===== src/logic/lrc_pkg.sv =====
// constants and types shared by the logic cell files
package lrc_pkg;
   localparam int ADDR_W = 8;
   localparam int DATA_W = 32;
   localparam int LUT_W = 16;
   localparam int CTRL_W = 10;
   localparam int STAT_W = 2;
   // register offsets (byte addresses, one word each)
   localparam logic [7:0] OFF_LUT = 8'h00;
   localparam logic [7:0] OFF_CTRL = 8'h04;
   localparam logic [7:0] OFF_STATUS = 8'h08;
   // reset values
   localparam logic [15:0] LUT_RST = 16'h0000;
   localparam logic [9:0] CTRL_RST = 10'h000;
   // control field positions
   localparam int CTRL_MODE_LSB = 0;
   localparam int CTRL_CARRY = 2;
   localparam int CTRL_CHAIN_END = 3;
   localparam int CTRL_FB = 4;
   localparam int CTRL_PACKED = 5;
   localparam int CTRL_PRESET = 6;
   localparam int CTRL_OSEL_LOCAL = 7;
   localparam int CTRL_OSEL_A = 8;
   localparam int CTRL_OSEL_B = 9;
   // status field positions
   localparam int STAT_Q = 0;
   localparam int STAT_LUT = 1;
   typedef enum logic [1:0] {
      LRC_FF_D,
      LRC_FF_T,
      LRC_FF_JK,
      LRC_FF_SR
   } lrc_ff_mode_t;
endpackage


===== src/logic/lrc_cell.sv =====
// logic cell in normal mode: lut, register, three outputs, chain
//
// The plain strobed port and the address map were left to the implementer.
`timescale 1ns/10ps
// Behaviour
// - the register works as a d, t, jk or sr flip-flop, chosen by control.
// - the register has data, load data, clock, enable, clear, load inputs.
// - an asserted load copies the fourth data input, or a one when preset is set, into the register.
// - a combinational function sends the lut result past the register.
// - each of the three outputs picks lut result or register on its own.
// - two outputs feed row, column and neighbour routes, one feeds local.
// - the register output can be fed back as a lut input of the same cell.
// - registered and unregistered lut copies can be out at the same time.
// - four data inputs address the lut, the fourth swappable for carry in.
// - the lut result goes straight to the next cell on a chain output.
// - the register may be loaded from a source unrelated to the lut.
// - carry in is taken as lut input only at the end of an adder chain.
module lrc_cell (
   input wire logic ref_clk,
   input wire logic rst_n,
   input wire logic [lrc_pkg::ADDR_W-1:0] reg_addr,
   input wire logic [lrc_pkg::DATA_W-1:0] reg_wdata,
   input wire logic reg_wr,
   input wire logic reg_rd,
   output logic [lrc_pkg::DATA_W-1:0] reg_rdata,
   input wire logic cell_in0,
   input wire logic cell_in1,
   input wire logic cell_in2,
   input wire logic fourth_data_input,
   input wire logic carry_in,
   input wire logic cell_clk,
   input wire logic cell_ena,
   input wire logic cell_sclr,
   input wire logic cell_clr,
   input wire logic cell_aload,
   input wire logic packed_data,
   input wire logic reg_k,
   output logic local_out,
   output logic route_out_a,
   output logic neighbour_direct_route,
   output logic chain_out
);
   logic [lrc_pkg::LUT_W-1:0] lut_mask;
   logic [lrc_pkg::CTRL_W-1:0] ctrl;
   logic [lrc_pkg::LUT_W-1:0] next_lut_mask;
   logic [lrc_pkg::CTRL_W-1:0] next_ctrl;
   logic [lrc_pkg::DATA_W-1:0] next_reg_rdata;
   logic cell_clk_d;
   logic next_cell_clk_d;
   logic next_local_out;
   logic next_route_out_a;
   logic next_neighbour_direct_route;
   logic next_chain_out;
   logic cell_q;
   logic lut_res;
   logic lut_in0;
   logic lut_in3;
   logic use_carry;
   logic reg_d;
   logic tick;
   logic aload_val;
   logic [3:0] lut_idx;
   lrc_pkg::lrc_ff_mode_t ff_mode;

   // register port
   always_comb begin
      next_lut_mask = lut_mask;
      next_ctrl = ctrl;
      next_reg_rdata = '0;
      if (reg_wr) begin
         if (reg_addr == lrc_pkg::OFF_LUT) begin
            next_lut_mask = reg_wdata[lrc_pkg::LUT_W-1:0];
         end else if (reg_addr == lrc_pkg::OFF_CTRL) begin
            next_ctrl = reg_wdata[lrc_pkg::CTRL_W-1:0];
         end
      end
      // unmapped addresses read as zero
      if (reg_rd) begin
         if (reg_addr == lrc_pkg::OFF_LUT) begin
            next_reg_rdata[lrc_pkg::LUT_W-1:0] = lut_mask;
         end else if (reg_addr == lrc_pkg::OFF_CTRL) begin
            next_reg_rdata[lrc_pkg::CTRL_W-1:0] = ctrl;
         end else if (reg_addr == lrc_pkg::OFF_STATUS) begin
            next_reg_rdata[lrc_pkg::STAT_Q] = cell_q;
            next_reg_rdata[lrc_pkg::STAT_LUT] = lut_res;
         end
      end
   end

   always_ff @(posedge ref_clk) begin
      if (!rst_n) begin
         lut_mask <= lrc_pkg::LUT_RST;
         ctrl <= lrc_pkg::CTRL_RST;
         reg_rdata <= '0;
      end else begin
         lut_mask <= next_lut_mask;
         ctrl <= next_ctrl;
         reg_rdata <= next_reg_rdata;
      end
   end

   // look-up table and register feeds
   always_comb begin
      ff_mode = lrc_pkg::lrc_ff_mode_t'(ctrl[lrc_pkg::CTRL_MODE_LSB +: 2]);
      // carry is ignored unless the cell closes an adder chain
      use_carry = ctrl[lrc_pkg::CTRL_CARRY]
                & ctrl[lrc_pkg::CTRL_CHAIN_END];
      lut_in3 = use_carry ? carry_in : fourth_data_input;
      lut_in0 = ctrl[lrc_pkg::CTRL_FB] ? cell_q : cell_in0;
      lut_idx = {lut_in3, cell_in2, cell_in1, lut_in0};
      lut_res = lut_mask[lut_idx];
      // packed mode frees the register from the lut
      reg_d = ctrl[lrc_pkg::CTRL_PACKED] ? packed_data : lut_res;
      aload_val = ctrl[lrc_pkg::CTRL_PRESET]
                ? 1'b1 : fourth_data_input;
      // cell clock is a plain synchronous input; its rising edge ticks while cell_ena is high
      tick = cell_clk & ~cell_clk_d & cell_ena;
   end

   lrc_ff_core u_ff (
      .ref_clk(ref_clk),
      .rst_n(rst_n),
      .mode(ff_mode),
      .d(reg_d),
      .k(reg_k),
      .tick(tick),
      .sclr(cell_sclr),
      .clr(cell_clr),
      .aload(cell_aload),
      .aload_val(aload_val),
      .q(cell_q)
   );

   // output selection; every output is retimed by one flop
   always_comb begin
      next_cell_clk_d = cell_clk;
      next_local_out = ctrl[lrc_pkg::CTRL_OSEL_LOCAL]
                     ? cell_q : lut_res;
      next_route_out_a = ctrl[lrc_pkg::CTRL_OSEL_A]
                       ? cell_q : lut_res;
      next_neighbour_direct_route = ctrl[lrc_pkg::CTRL_OSEL_B]
                                  ? cell_q : lut_res;
      next_chain_out = lut_res;
   end

   always_ff @(posedge ref_clk) begin
      if (!rst_n) begin
         cell_clk_d <= 1'b0;
         local_out <= 1'b0;
         route_out_a <= 1'b0;
         neighbour_direct_route <= 1'b0;
         chain_out <= 1'b0;
      end else begin
         cell_clk_d <= next_cell_clk_d;
         local_out <= next_local_out;
         route_out_a <= next_route_out_a;
         neighbour_direct_route <= next_neighbour_direct_route;
         chain_out <= next_chain_out;
      end
   end
endmodule // lrc_cell


===== src/logic/lrc_ff_core.sv =====
// configurable storage element of the logic cell
`timescale 1ns/10ps
module lrc_ff_core (
   input wire logic ref_clk,
   input wire logic rst_n,
   input wire lrc_pkg::lrc_ff_mode_t mode,
   input wire logic d,
   input wire logic k,
   input wire logic tick,
   input wire logic sclr,
   input wire logic clr,
   input wire logic aload,
   input wire logic aload_val,
   output logic q
);
   logic next_q;

   always_comb begin
      next_q = q;
      if (clr) begin
         next_q = 1'b0;
      end else if (aload) begin
         next_q = aload_val;
      end else if (tick) begin
         if (sclr) begin
            next_q = 1'b0;
         end else begin
            case (mode)
               lrc_pkg::LRC_FF_D: next_q = d;
               lrc_pkg::LRC_FF_T: next_q = q ^ d;
               lrc_pkg::LRC_FF_JK: next_q = (d & ~q) | (~k & q);
               // both set and reset high is illegal; hold keeps it harmless
               default: next_q = (d & ~k) ? 1'b1 : (k & ~d) ? 1'b0 : q;
            endcase
         end
      end
   end

   always_ff @(posedge ref_clk) begin
      if (!rst_n) begin
         q <= 1'b0;
      end else begin
         q <= next_q;
      end
   end
endmodule // lrc_ff_core


===== config.mk =====
export PLATFORM = sky130hd
export DESIGN_NAME = lrc_cell
export DESIGN_NICKNAME = d
export VERILOG_FILES = /design/src/logic/lrc_pkg.sv /design/src/logic/lrc_cell.sv /design/src/logic/lrc_ff_core.sv
export SDC_FILE = /design/constraint.sdc
export NUM_CORES = 1
export LEC_CHECK = 0
export BUFFER_PORTS_ARGS = -buffer_cell sky130_fd_sc_hd__buf_2
export CAP_MARGIN = 20
export CORE_MARGIN = 2
export CORE_UTILIZATION = 43
export CTS_CLUSTER_DIAMETER = 200
export DETAILED_ROUTE_END_ITERATION = 12
export PLACE_DENSITY_LB_ADDON = 0.3
export RECOVER_POWER = 50
export SYNTH_ARGS = -nofsm -noshare
export SYNTH_HDL_FRONTEND = slang
export SYNTH_HIERARCHICAL = 1
export SYNTH_SLANG_ARGS = --single-unit

===== constraint.sdc =====
create_clock -name ref_clk -period 2.5 [get_ports ref_clk]
set_input_delay 0.25 -clock ref_clk [delete_from_list [all_inputs] [get_ports ref_clk]]
set_output_delay 0.25 -clock ref_clk [all_outputs]
set_load 0.01 [all_outputs]

==> metrics.md <==
| Metric | Value |
|---|---|
| Status | `completed` |
| Dpl ws | `-37.71 ps` |
| CTS H-tree lvls | `2` |
| Count leader, synth | `dfxtp_1` |
| RSZ-0062 raised after global routing | `true` |
| Final Instance Count excl. Fillers | `about 340` |
| Top_reg_cell synth | `dfxtp_1` |
| Peak Freq | `~400 MHz` |
| Slew Limit Fails | `0` |
| Antenna violations before repair | `0` |
| Final Critical Period | `roughly 2500 ps` |
| # hold bufs at CTS | `0` |
| Yosys cell types | `45` |
| Avg Vias per Cell | `about 4.7` |
| Clock transition at path regs | `roughly 80 ps` |
| RD Place Congestion | `~0.77` |
| Worst-case clock buffer depth | `2` |
| First-pass GRT wire length | `6948 microns` |
| Die outline height | `75.05 microns` |
| Syn Area/Cell | `between 10 and 15 sq um` |
| GRT overflow | `0` |
| Least-Margin Pin Slew | `672.1 ps` |
| # rows | `25` |
| Top-area cell type share of the netlist area | `between 40 and 50%` |
| Num CTS Buffers | `5` |
| Pin count of the biggest net entering global routing | `33` |
| Worst Hold Class | `in -> reg` |
| Worst-Skew Late Latency | `roughly 300 ps` |
| Worst vdd ir | `307.7 uV` |
| Flip-flop and latch area | `slightly below 0.001 sq mm` |
| Core footprint | `approximately 0.0048 sq mm` |
| Number of inserted diodes | `0` |
| Design Power | `roughly 1.4 mW` |
| Area leader, netlist | `dfxtp_1` |
| Post-synthesis sequential area ratio | `44.27%` |
| Endpoints failing setup | `0` |
| Detailed Routing Iterations Pass 1 | `4` |
| Worst EP required | `approximately 2800 ps` |
| Placed cell count | `326` |
| Max-cap violations | `0` |
| Endpoint class of the critical path | `flip-flop` |
| Final TNS setup | `0 ps` |
| Period utilisation layout | `between 90% and 100%` |
| Port-buffer cells | `59` |
| Root buffer cell | `clkbuf_8` |
| Die area | `0.005633 sq mm` |
| Clock Sinks | `48` |
| Slew margin rel. | `between 50% and 60%` |
| Post-synth ARST share | `0%` |
| Multi-input gate area | `about 0.0011 sq mm` |
| Cells after synthesis | `around 200` |
| Worst Clk Skew | `approximately 5.6 ps` |
| Post-DP HPWL | `approximately 3200 microns` |
| Drt total wl | `~4500 microns` |
| PwrDens | `~520 mW/mm^2` |
| Leak | `1.132 nW` |
| NumNets Final | `325` |
| Cell area after layout | `around 0.0026 sq mm` |
| Post-synth EDFFs | `0` |
| Syn. warnings | `6` |
| Fillers | `480` |
| Share of layout cells above drive strength 1 | `25.75%` |
| Crit-path max FO | `4` |
| Iter 0 DRT Violations | `44` |
| Die X | `75.05 microns` |
| Synth top cells by count | `48 x dfxtp_1, 32 x mux2i_1, 28 x nor2b_1` |
| ANT nets after route | `0` |
| Area delta synth->final | `19.19%` |
| CP arrival | `about 2700 ps` |
| Vias | `about 1,600` |
| Placed Instance Area | `between 0.002 and 0.003 sq mm` |
| Hold Fails Final Rpt | `0` |
| Netlist Area Pre-Place | `roughly 0.0022 sq mm` |
| Synthesized flop and latch total | `48` |
| Drc violations | `0` |
| GRT Total Usage | `17.05%` |
| IO Pins | `slightly above 90` |
| Synth top area cells | `dfxtp_1 44%, mux2i_1 15%, nor2b_1 8.1%, buf_4 5.5%, a22o_1 3.2%` |
| Vias in the first global route | `1,448` |
| Crit Path Class | `reg -> reg` |
| CTS tree | `built` |
| Routed WL per cell | `between 10 and 15 microns` |
| Initial Util | `~45%` |
| Worst setup margin | `roughly 19 ps` |
| CP startpoint kind | `flip-flop` |
[cell type report]
class / instances / share of cell area [%]
Multi-Input combinational cell: 140 / 42.07
Inverter: 4 / 0.5803
Sequential cell: 48 / 37.19
Timing Repair Buffer: 69 / 13.20
Clock buffer: 7 / 3.723
Tap cell: 67 / 3.240
[cell families (layout without fill, tap and decap cells)]
group	count (synthesis)	count (layout)	share of synthesized area, %
mux	36	36	18.73
other cells	1	16	0.1727
compound gates	23	23	8.761
fa+ha+maj	1	1	0.5763
flops	48	48	44.27
buf+inv	28	80	8.587
simple gates	64	64	18.91
[stage by stage]
| stage | hold WS [ps] | util, % |
|---|---|---|
| floorplan | 377.3 | - |
| global placement | 470.2 | 52.31 |
| detailed placement | 473.3 | 52.31 |
| CTS | 160.7 | 54.75 |
| global route | 163.5 | 54.07 |
| finish | 166.5 | 54.07 |
[flip-flops by register name (all words and copies together), names as in the netlist]
register and cells:
lut_mask 16, reg_rdata 16, ctrl 10, cell_clk_d 1
chain_out 1, local_out 1, neighbour_direct_route 1, route_out_a 1
u_ff/q 1
[per-layer routing]
layer	GRT usage [%]	vias up	wire (microns)
met5	0	-	0
met4	6.548	0	71
met3	6.024	6	353
met2	25.54	56	2054
met1	22.60	721	2047
li1	-	803	-
[where the power goes]
part	internal [mW]	switching (mW)
Sequential	0.766	0.00160
Clock	0.247	0.249
Combinational	0.0447	0.0472
Total	1.06	0.298
[worst max-delay path, cell delays in order (launching register included)]
cell and delay, ps:
dfxtp_2 350, mux2i_2 190, buf_4 150, mux4_2 300, a22oi_2 140, nand3_2 100, mux2_4 300, ha_4 270
inv_2 30, or3_1 330, a21boi_1 140, o31a_1 120
[repair_timing]
| action | in CTS | in global routing |
|---|---|---|
| setup buffers | 1 | 1 |
| setup endpoints to repair | 1 | 1 |
| pin swaps | 5 | 4 |
| gates resized for setup | 2 | 0 |
[placed cells by master (no fill, tap or decap), types with 3 or more instances in the layout]
| cell | synthesis | layout |
|---|---|---|
| a22o_1 | 8 | 8 |
| and2_1 | 7 | 6 |
| buf_2 | 2 | 39 |
| buf_4 | 16 | 9 |
| clkbuf_1 | 4 | 21 |
| clkbuf_8 | 0 | 7 |
| conb_1 | 1 | 16 |
| dfxtp_1 | 48 | 47 |
| inv_1 | 4 | 3 |
| mux2i_1 | 32 | 31 |
| nand2_1 | 3 | 3 |
| nand2b_1 | 4 | 4 |
| nor2_1 | 4 | 4 |
| nor2b_1 | 28 | 28 |
| nor3_1 | 3 | 4 |
| o211a_1 | 3 | 3 |
[path summary, 6_finish.rpt]
path | end | startpoint | depth (start not counted) | slack [ps]
min reg2reg | reg_rdata[12] | lut_mask[12] | 1 | 480
max reg2reg | u_ff/q | ctrl[4] | 11 | 20
min | cell_clk_d | cell_clk | 2 | 170
max | u_ff/q | ctrl[4] | 11 | 20
No activity file was read; power rests on OpenSTA's default activity.
